<file path="src/sdp_cfg_pkg.sv">
// Overview of operation
// - At power-up fetch the pin setup word from offset 0x20 of the nvm section.
// - Word bits 15,14 load pin 3 and pin 2 direction bits of extended control.
// - Word bits 9,8 load pin 1 and pin 0 direction bits of device control.
// - Word bits 7,6 load pin 3,2 data bits; output pins drive them.
// - Word bits 1,0 load pin 1,0 data bits; output pins drive them.
// - Bit 13 zero keeps MAC and PHY alive when port off; one powers down.
// - Bit 12 sets low-power speed limit default, forbidding 1000 and 100 outside active state.
// - Bit 10 sets two-wire-on-pins default; pins 0 and 2 become two-wire lines.
// - Bit 5 set puts watchdog timeout on pin 0 unless bit 10 is set; clear leaves ordinary pin.
// - Bit 4 set disables gigabit operation entirely.
package sdp_cfg_pkg;
	localparam logic [7:0] NVM_PIN_WORD_OFS = 8'h20;
	localparam int B_DIR3 = 15;
	localparam int B_DIR2 = 14;
	localparam int B_PORT_OFF_PD = 13;
	localparam int B_LP_LIMIT = 12;
	localparam int B_TWO_WIRE = 10;
	localparam int B_DIR1 = 9;
	localparam int B_DIR0 = 8;
	localparam int B_VAL3 = 7;
	localparam int B_VAL2 = 6;
	localparam int B_WD_PIN0 = 5;
	localparam int B_GIGA_OFF = 4;
	localparam int B_VAL1 = 1;
	localparam int B_VAL0 = 0;
	// APB byte addresses of the control registers
	localparam logic [11:0] A_DEV_CTRL = 12'h000;
	localparam logic [11:0] A_EXT_CTRL = 12'h004;
	localparam logic [11:0] A_PWR_CTRL = 12'h008;
	localparam logic [11:0] A_STATUS = 12'h00C;
	localparam logic [11:0] A_NVM_WORD = 12'h080;
	// Bit positions in the device and extended control registers
	localparam int R_DIR_LO = 0;
	localparam int R_DATA_LO = 2;
	localparam int R_TWO_WIRE = 4;
	localparam int R_WD_PIN0 = 5;
	// Power control register bits
	localparam int R_PORT_OFF_PD = 0;
	localparam int R_LP_LIMIT = 1;
	localparam int R_GIGA_OFF = 2;
	localparam logic [15:0] NVM_WORD_RST = 16'h0000;

	typedef struct packed {
		logic [1:0] dir;
		logic [1:0] data;
	} pin_pair_s;

	typedef struct packed {
		pin_pair_s lo;
		pin_pair_s hi;
		logic two_wire;
		logic wd_pin0;
		logic port_off_pd;
		logic lp_limit;
		logic giga_off;
	} cfg_s;
endpackage

</file>
<file path="src/nvm_word_fetch.sv">
`timescale 1ns/1ns
module nvm_word_fetch import sdp_cfg_pkg::*; (
	input wire logic clk,
	input wire logic rst_b,
	output logic nvm_req,
	output logic [7:0] nvm_addr,
	input wire logic nvm_ack,
	input wire logic [15:0] nvm_rdata,
	output logic [15:0] word_r,
	output logic done
);
	typedef enum logic [1:0] {F_IDLE, F_WAIT, F_DONE} fetch_e;
	fetch_e st_r;
	fetch_e st_nxt;
	logic [15:0] word_nxt;

	assign nvm_addr = NVM_PIN_WORD_OFS;
	assign nvm_req = (st_r == F_WAIT);
	assign done = (st_r == F_DONE);

	always_comb begin
		st_nxt = st_r;
		word_nxt = word_r;
		case (st_r)
			F_IDLE: st_nxt = F_WAIT;
			F_WAIT: begin
				if (nvm_ack) begin
					word_nxt = nvm_rdata;
					st_nxt = F_DONE;
				end
			end
			default: st_nxt = F_DONE;
		endcase
	end

	always_ff @(posedge clk) begin
		if (!rst_b) begin
			st_r <= F_IDLE;
			word_r <= NVM_WORD_RST;
		end else begin
			st_r <= st_nxt;
			word_r <= word_nxt;
		end
	end
endmodule

</file>
<file path="src/sdp_init_config_loader.sv">
// Decided for this implementation: register access over APB.
`timescale 1ns/1ns
module sdp_init_config_loader import sdp_cfg_pkg::*; (
	input wire logic clk,
	input wire logic rst_b,
	input wire logic psel,
	input wire logic penable,
	input wire logic pwrite,
	input wire logic [11:0] paddr,
	input wire logic [31:0] pwdata,
	output logic [31:0] prdata,
	output logic pready,
	output logic pslverr,
	output logic nvm_req,
	output logic [7:0] nvm_addr,
	input wire logic nvm_ack,
	input wire logic [15:0] nvm_rdata,
	input wire logic wdog_timeout,
	input wire logic [3:0] pin_in,
	output logic [3:0] pin_out,
	output logic [3:0] pin_oe,
	output logic two_wire_on_pins_enable,
	output logic port_off_phy_powerdown,
	output logic low_power_speed_limit,
	output logic giga_disable,
	output logic load_done
);
	logic [15:0] word;
	logic fetched;
	cfg_s cfg_r;
	cfg_s cfg_nxt;
	logic done_r;
	logic [3:0] pin_s1_r;
	logic [3:0] pin_s2_r;
	logic [31:0] prdata_r;
	logic [31:0] prdata_nxt;
	logic rd_valid_r;

	nvm_word_fetch u_fetch (
		.clk(clk),
		.rst_b(rst_b),
		.nvm_req(nvm_req),
		.nvm_addr(nvm_addr),
		.nvm_ack(nvm_ack),
		.nvm_rdata(nvm_rdata),
		.word_r(word),
		.done(fetched)
	);

	wire wr = psel && penable && pwrite && done_r;
	wire rd = psel && penable && !pwrite;
	wire sel_dev = (paddr == A_DEV_CTRL);
	wire sel_ext = (paddr == A_EXT_CTRL);
	wire sel_pwr = (paddr == A_PWR_CTRL);
	wire sel_sta = (paddr == A_STATUS);
	wire sel_nvm = (paddr == A_NVM_WORD);
	wire mapped = sel_dev || sel_ext || sel_pwr || sel_sta || sel_nvm;
	wire load = fetched && !done_r;

	// Bus stalls until the word is loaded so software never sees pre-load values
	// Reads take one wait state so registered read data stands at the completing edge
	assign pready = done_r && (pwrite || rd_valid_r);
	assign pslverr = psel && penable && pready && (!mapped || (pwrite && (sel_sta || sel_nvm)));
	assign prdata = prdata_r;
	assign load_done = done_r;

	always_comb begin
		cfg_nxt = cfg_r;
		if (load) begin
			cfg_nxt.hi.dir = {word[B_DIR3], word[B_DIR2]};
			cfg_nxt.lo.dir = {word[B_DIR1], word[B_DIR0]};
			cfg_nxt.hi.data = {word[B_VAL3], word[B_VAL2]};
			cfg_nxt.lo.data = {word[B_VAL1], word[B_VAL0]};
			cfg_nxt.port_off_pd = word[B_PORT_OFF_PD];
			cfg_nxt.lp_limit = word[B_LP_LIMIT];
			cfg_nxt.two_wire = word[B_TWO_WIRE];
			cfg_nxt.wd_pin0 = word[B_WD_PIN0];
			cfg_nxt.giga_off = word[B_GIGA_OFF];
			// Bit 11 is deliberately not referenced
		end else if (wr && sel_dev) begin
			cfg_nxt.lo.dir = pwdata[R_DIR_LO +: 2];
			cfg_nxt.lo.data = pwdata[R_DATA_LO +: 2];
			cfg_nxt.wd_pin0 = pwdata[R_WD_PIN0];
		end else if (wr && sel_ext) begin
			cfg_nxt.hi.dir = pwdata[R_DIR_LO +: 2];
			cfg_nxt.hi.data = pwdata[R_DATA_LO +: 2];
			cfg_nxt.two_wire = pwdata[R_TWO_WIRE];
		end else if (wr && sel_pwr) begin
			cfg_nxt.port_off_pd = pwdata[R_PORT_OFF_PD];
			cfg_nxt.lp_limit = pwdata[R_LP_LIMIT];
			cfg_nxt.giga_off = pwdata[R_GIGA_OFF];
		end
	end

	always_comb begin
		prdata_nxt = prdata_r;
		if (rd && done_r && !rd_valid_r) begin
			prdata_nxt = 32'h0000_0000;
			if (sel_dev) begin
				prdata_nxt[R_DIR_LO +: 2] = cfg_r.lo.dir;
				prdata_nxt[R_DATA_LO +: 2] = cfg_r.lo.data;
				prdata_nxt[R_WD_PIN0] = cfg_r.wd_pin0;
			end else if (sel_ext) begin
				prdata_nxt[R_DIR_LO +: 2] = cfg_r.hi.dir;
				prdata_nxt[R_DATA_LO +: 2] = cfg_r.hi.data;
				prdata_nxt[R_TWO_WIRE] = cfg_r.two_wire;
			end else if (sel_pwr) begin
				prdata_nxt[R_PORT_OFF_PD] = cfg_r.port_off_pd;
				prdata_nxt[R_LP_LIMIT] = cfg_r.lp_limit;
				prdata_nxt[R_GIGA_OFF] = cfg_r.giga_off;
			end else if (sel_sta) begin
				prdata_nxt[3:0] = pin_s2_r;
				prdata_nxt[4] = done_r;
			end else if (sel_nvm) begin
				prdata_nxt[15:0] = word;
			end
		end
	end

	// Pin drivers stay disabled until the load finishes, so no pre-load value escapes
	wire [1:0] lo_oe = done_r ? cfg_r.lo.dir : 2'b00;
	wire [1:0] hi_oe = done_r ? cfg_r.hi.dir : 2'b00;
	// Two-wire engine owns pins 0 and 2; its lines are left released here
	wire tw = cfg_r.two_wire;
	wire p0_oe = tw ? 1'b0 : (cfg_r.wd_pin0 ? done_r : lo_oe[0]);
	wire p0_out = cfg_r.wd_pin0 ? wdog_timeout : cfg_r.lo.data[0];

	assign pin_oe = {hi_oe[1], (tw ? 1'b0 : hi_oe[0]), lo_oe[1], p0_oe};
	assign pin_out = {cfg_r.hi.data[1], cfg_r.hi.data[0], cfg_r.lo.data[1], p0_out};
	assign two_wire_on_pins_enable = cfg_r.two_wire;
	assign port_off_phy_powerdown = cfg_r.port_off_pd;
	assign low_power_speed_limit = cfg_r.lp_limit;
	assign giga_disable = cfg_r.giga_off;

	always_ff @(posedge clk) begin
		if (!rst_b) begin
			cfg_r <= '0;
			done_r <= 1'b0;
			prdata_r <= 32'h0000_0000;
			rd_valid_r <= 1'b0;
			pin_s1_r <= 4'h0;
			pin_s2_r <= 4'h0;
		end else begin
			cfg_r <= cfg_nxt;
			done_r <= done_r || fetched;
			prdata_r <= prdata_nxt;
			rd_valid_r <= rd && done_r && !rd_valid_r;
			pin_s1_r <= pin_in;
			pin_s2_r <= pin_s1_r;
		end
	end
endmodule
</file>
<file path="config.mk">
export PLATFORM = sky130hd
export DESIGN_NAME = sdp_init_config_loader
export DESIGN_NICKNAME = d
export VERILOG_FILES = /design/src/sdp_cfg_pkg.sv /design/src/nvm_word_fetch.sv /design/src/sdp_init_config_loader.sv
export SDC_FILE = /design/constraint.sdc
export NUM_CORES = 1
export LEC_CHECK = 0
export BUFFER_PORTS_ARGS = -buffer_cell sky130_fd_sc_hd__buf_2
export CAP_MARGIN = 0
export CELL_PAD_IN_SITES_DETAIL_PLACEMENT = 1
export CELL_PAD_IN_SITES_GLOBAL_PLACEMENT = 2
export CORE_AREA = 2 2 105 107
export CTS_CLUSTER_DIAMETER = 150
export DETAILED_ROUTE_END_ITERATION = 10
export DIE_AREA = 0 0 107 109
export GPL_TIMING_DRIVEN = 0
export PLACE_DENSITY = 0.81
export SLEW_MARGIN = 20
export SYNTH_ARGS = -nofsm -noshare
export SYNTH_HDL_FRONTEND = slang
export SYNTH_HIERARCHICAL = 1
export SYNTH_SLANG_ARGS = --single-unit
</file>
<file path="constraint.sdc">
create_clock -name clk -period 4.2 [get_ports clk]
set_input_delay 0.21 -clock clk [delete_from_list [all_inputs] [get_ports clk]]
set_output_delay 0.21 -clock clk [all_outputs]
set_load 0.02 [all_outputs]
</file>
Word level (Yosys, flattened, before mapping)
Cells that the tools add are included.
{ "totals": {"register_bits": 57, "in_bits": 71, "output_inout_bits": 56, "word_cells": 91} }
{ "classes": {"n_eq_ne": 9, "mux": 32, "reduce_logical": 34} }
{ "ops": {"columns": ["op", "n"], "rows": [
  ["$mux 16", 6],
  ["$mux 13", 2],
  ["$eq 12x4->1 const B", 2],
  ["$mux 11", 2],
  ["$mux 5", 4],
  ["$logic_and 1x1->1", 14],
  ["$eq 12x3->1 const B", 1],
  ["$eq 12x8->1 const B", 1],
  ["$logic_not 12->1", 1],
  ["$mux 3", 4],
  ["$mux 10", 1],
  ["$logic_or 1x1->1", 8],
  ["$mux 4", 2],
  ["$mux 1", 7],
  ["$mux 2", 3],
  ["$reduce_bool 2->1", 3],
  ["$logic_not 1->1", 4],
  ["$ne 2x2->1 const B", 2],
  ["$pmux 2 s2", 1],
  ["$reduce_and 2->1", 2],
  ["$reduce_and 3->1", 1],
  ["$eq 2x1->1 const B", 1],
  ["$eq 2x2->1 const B", 1],
  ["$logic_not 2->1", 1],
  ["$ne 2x1->1 const B", 1]
]} }

Longest topological paths before layout
{ "logic_depth": {"word_depth": 11, "depth_mapped": 7, "mapped_depth_nobuf": 4} }

Cells and area by module
Netlist, hierarchy kept.
{ "modules_own_cells": {"columns": ["module", "n_inst", "cells_each", "area_per_inst_um2", "seq_area_each_um2"], "rows": [
  ["sdp_init_config_loader", 1, 256, 2062.0, 780.7],
  ["nvm_word_fetch", 1, 88, 795.8, 360.3]
]} }

Worst setup path after synthesis
OpenSTA, ideal clock, no wires.
{ "synth_path": {"path_type": "flip-flop to flip-flop", "start": "reg done_r, in the netlist load_done", "end": "reg prdata_r[10], in the netlist prdata[10]", "setup_time_ns": 0.132, "arrival_ns": 1.660, "t_required_ns": 4.068, "setup_slack_ns": 2.408, "path_stages_with_launch": 8, "path_buffers": 3, "period_less_slack_ns": 1.792, "cell_sequence": "dfxtp_1 > clkbuf_1 > nand3_1 > or3_1 > clkbuf_1 > buf_2 > nand2_1 > a21oi_1"} }
{ "synth_between": {"elab_chain_len": 2} }
{ "synth_rtl": {"columns": ["item", "line", "text"], "rows": [
  ["start, declared", "sdp_init_config_loader.sv:32", "logic done_r;"],
  ["start signal, assigned", "sdp_init_config_loader.sv:145", "done_r <= done_r || fetched;"],
  ["$logic_and 1x1->1 (2 in series)", "sdp_init_config_loader.sv:97", "if (rd && done_r && !rd_valid_r) begin"],
  ["end signal, assigned", "sdp_init_config_loader.sv:146", "prdata_r <= prdata_nxt;"],
  ["end, declared", "sdp_init_config_loader.sv:35", "logic [31:0] prdata_r;"]
]} }
Every way passes these cells.
A chain may end at the register's enable or synchronous reset.

Worst setup path after layout
Same ends and word-level chain as after synthesis.

==> flow_summary.yaml <==
setup_path:
  rr_endpoint: "prdata[10]$_SDFFE_PN0P_"
  path_common_cell: "clkbuf_1"
  crit_required_ns: 4.41
  reg2reg_depth: 7
  startpoint_type: "register"
  reg2reg_slack_ns: 2.04
  crit_fanout: 10
  path_cells: "clkbuf_1 > nand3_1 > or3_1 > clkbuf_1 > buf_2 > nand2_1 > a21oi_1"
  critPathArrivalTime_ns: 2.37
  worstSetupPathType: "register to register"
  crit_slowest_cell: "dfxtp_1"
  max_stage_delay_ns: 0.38
  r2r_start: "load_done$_SDFF_PN0_"
  worst_setup_path_end_kind: "register"
floorplanning:
  initial_core_util_pct: 27.0
  die-area_um2: 11700
  fp.dieW_um: 107
  core-area_um2: 10600
  num_io_pins: 127
  die_h_um: 109
  rows: 38
timing:
  max_freq_mhz: 462
  clock_skew_ns: 0.00893
  rsz0062_at_grt: "false"
  tightest_slew_ns: 0.638
  fin_crit_sh_pct: 51.5
  final.setup.tns_ns: 0
  drv_slew: 0
  setup_viol: 0
  hold_violations: 0
  period_needed_ns: 2.16
  max_slew_margin_pct: 57.2
clock_network:
  cts-resized-gates: 0
  cts_inserted_buffers: 9
  max-clock-path-buffers: 2
  cts_tree: "yes"
  ctsHoldBuffers: 0
  cts.sinks: 57
  clkTransAtPathRegs_ns: 0.07
  htreeDepth: 3
  cts_root_buffer: "clkbuf_8"
  clkLatencyLatePin_ns: 0.34
  post_cts_buffers: 0
pwr:
  ir_worst_vdd_mv: 0.120
  seqPwrFrac_pct: 45.4
  p_switching_w: 0.000354
  internal_power_w: 0.000928
  comb_power_share_pct: 14.4
  p_clk_share_pct: 40.2
  p_leak_nw: 1.57
  sw_frac_of_total_pct: 27.6
  p_per_area_nw_per_um2: 348
detailed_routing:
  wl_per_cell_um: 15.1
  vias: 2745
  drtAntennaViolNets: 0
  route.detailed.drc: 0
  viasPerCell: 4.61
  drt_iter0_drc: 139
  drtPass1Iterations: 4
  routed_wirelength_mm: 9.01
cells_and_area:
  drive_gt1_share_pct: 28.5
  antennaDiodeCount: 0
  fin_area_um2: 3680
  fin_nets: 522
  area_growth_pct: 28.9
  final_core_util_pct: 34.7
worst_hold_path:
  hold_depth: 2
  hold_path.class: "primary input to register"
  min_to: "pin_s1_r[1]$_SDFF_PN0_"
  hp-start: "pin_in[1]"
synthesis:
  synth-main-ff-cell: "dfxtp_1"
  async_reset_ff_share_pct: 0
  netlist_area_um2: 2860
  seq_area_frac_synth_pct: 39.9
  netlist_top_cells_area: "dfxtp_1, buf_4, mux2i_1"
  synth_area_leader_cell: "dfxtp_1"
  yosys_warnings: 6
  yosys_register_bits: 57
  syn_area_per_cell_um2: 8.31
  syn_inst: 344
  synth_top_area_share_pct: 39.9
  ys_types: 43
  synth_edf_count: 0
status:
  outcome: "finished clean"
global_route:
  grt_overflow: 0
  first_global_vias: 2768
  grt_max_degree: 11
  track_usage_pct: 15.8
  antenna_found_initial: 0
  grt_pass1_wl_mm: 14.1
placed_design:
  place_area_um2: 3490
  portBuffers: 75
  dp_hpwl_mm: 7.18
  gp_congestion: 0.863
flow_run:
  max_cap_viol_count: 0
## final cells by class
cell class | count | area [um2]
Clock buffer | 11 | 141
Multi-Input combinational cell | 253 | 1440
Clock inverter | 5 | 55.1
Timing Repair Buffer | 75 | 375
Buffer | 52 | 342
Fill cell | 1328 | 6920
Tap cell | 140 | 175
Sequential cell | 57 | 1140
Inverter | 3 | 11.3
## cell usage in the layout (no fill, tap or decap), types with 2 or more instances in the layout
master      instances
buf_2              77
dfxtp_1            57
nand2_1            51
buf_4              29
o21ai_0            27
a21oi_1            26
conb_1             24
mux2i_1            21
clkbuf_1           17
nand3_1            14
nor2_1             13
and2_1             11
clkbuf_8           10
a31oi_1             9
nor2b_1             7
a41oi_1             7
nor3_1              6
nand4_1             4
nand2b_1            3
a32o_1              3
o211ai_1            3
or3_1               2
inv_1               2
nor3b_1             2
and3b_1             2
and4_1              2
nor4_4              2
buf_6               2
nand3b_1            2
o21ai_1             2
clkinvlp_4          2
clkinv_2            2
## cell usage after synthesis, types with 2 or more instances
master / count
a21oi_1: 26
a31oi_1: 9
a32o_1: 3
a41oi_1: 7
and2_1: 11
and3b_1: 2
and4_1: 2
buf_2: 2
buf_4: 29
buf_6: 2
clkbuf_1: 16
conb_1: 3
dfxtp_1: 57
inv_1: 2
mux2i_1: 21
nand2_1: 51
nand2b_1: 3
nand3_1: 14
nand3b_1: 2
nand4_1: 4
nor2_1: 13
nor2b_1: 7
nor3_1: 6
nor3b_1: 2
nor4_4: 2
o211ai_1: 3
o21ai_0: 27
o21ai_1: 2
or3_1: 2
## per-stage QoR
step / std cells / power [W] / hold WS (ns) / setup slack [ns]
after detailed placement: 580 / 0.000778 / 0.421 / 2.04
after CTS: 596 / 0.00129 / 0.0572 / 2.01
after floorplan: 365 / 0.000715 / 0.337 / 2.41
after global placement: 580 / 0.000774 / 0.420 / 2.11
final: 596 / 0.00128 / 0.0701 / 2.04
after global routing: 596 / 0.00134 / 0.0709 / 1.86
## per-layer routing
layer  global-route usage [%]  routed length [um]
met1                     19.9                4120
met2                     26.0                4110
met3                     4.12                 546
met4                     6.03                 228
met5                        0                   0
## power groups by stage
stage               Combinational (W)  Sequential [W]  Clock, W
global route                 0.000203        0.000584  0.000555
detailed placement           0.000184        0.000594         0
CTS                          0.000185        0.000582  0.000528
finish                       0.000185        0.000582  0.000515
floorplan                    0.000126        0.000589         0
global placement             0.000181        0.000593         0
## state kept, by name, indices dropped and copies added, names as in the netlist
register                 count
two_wire_on_pins_enable      1
pin_s1_r                     4
giga_disable                 1
pin_s2_r                     4
pin_out                      3
prdata                      16
port_off_phy_powerdown       1
cfg_r                        6
load_done                    1
rd_valid_r                   1
u_fetch/word_r              16
u_fetch/st_r                 2
low_power_speed_limit        1
## worst max path at each step
stage | startpoint | end | slack, ns | cells past startpoint
floorplan | load_done$_SDFF_PN0_ | prdata[10]$_SDFFE_PN0P_ | 2.41 | 7
global placement | load_done$_SDFF_PN0_ | prdata[11]$_SDFFE_PN0P_ | 2.11 | 7
detailed placement | load_done$_SDFF_PN0_ | prdata[9]$_SDFFE_PN0P_ | 2.04 | 7
CTS | load_done$_SDFF_PN0_ | prdata[9]$_SDFFE_PN0P_ | 2.01 | 7
global route | load_done$_SDFF_PN0_ | prdata[14]$_SDFFE_PN0P_ | 1.86 | 7
finish | load_done$_SDFF_PN0_ | prdata[10]$_SDFFE_PN0P_ | 2.04 | 7
## critical path, delay by kind of cell (launching register included)
| family | cells | cell delay, ns |
|---|---|---|
| AO/OA/AOI/OAI | 1 | 0.06 |
| flip-flops | 1 | 0.38 |
| AND/OR/NAND/NOR | 3 | 0.77 |
| buffers and inverters | 3 | 0.81 |
## logic make-up after synthesis
group | count (synthesis) | share of synthesized area [%]
AO/OA/AOI/OAI | 80 | 16.4
buffers and inverters | 55 | 12.3
flip-flops | 57 | 39.9
multiplexers | 22 | 7.75
other | 3 | 0.394
AND/OR/NAND/NOR | 127 | 23.2
No activity file was read; power rests on OpenSTA's default activity.
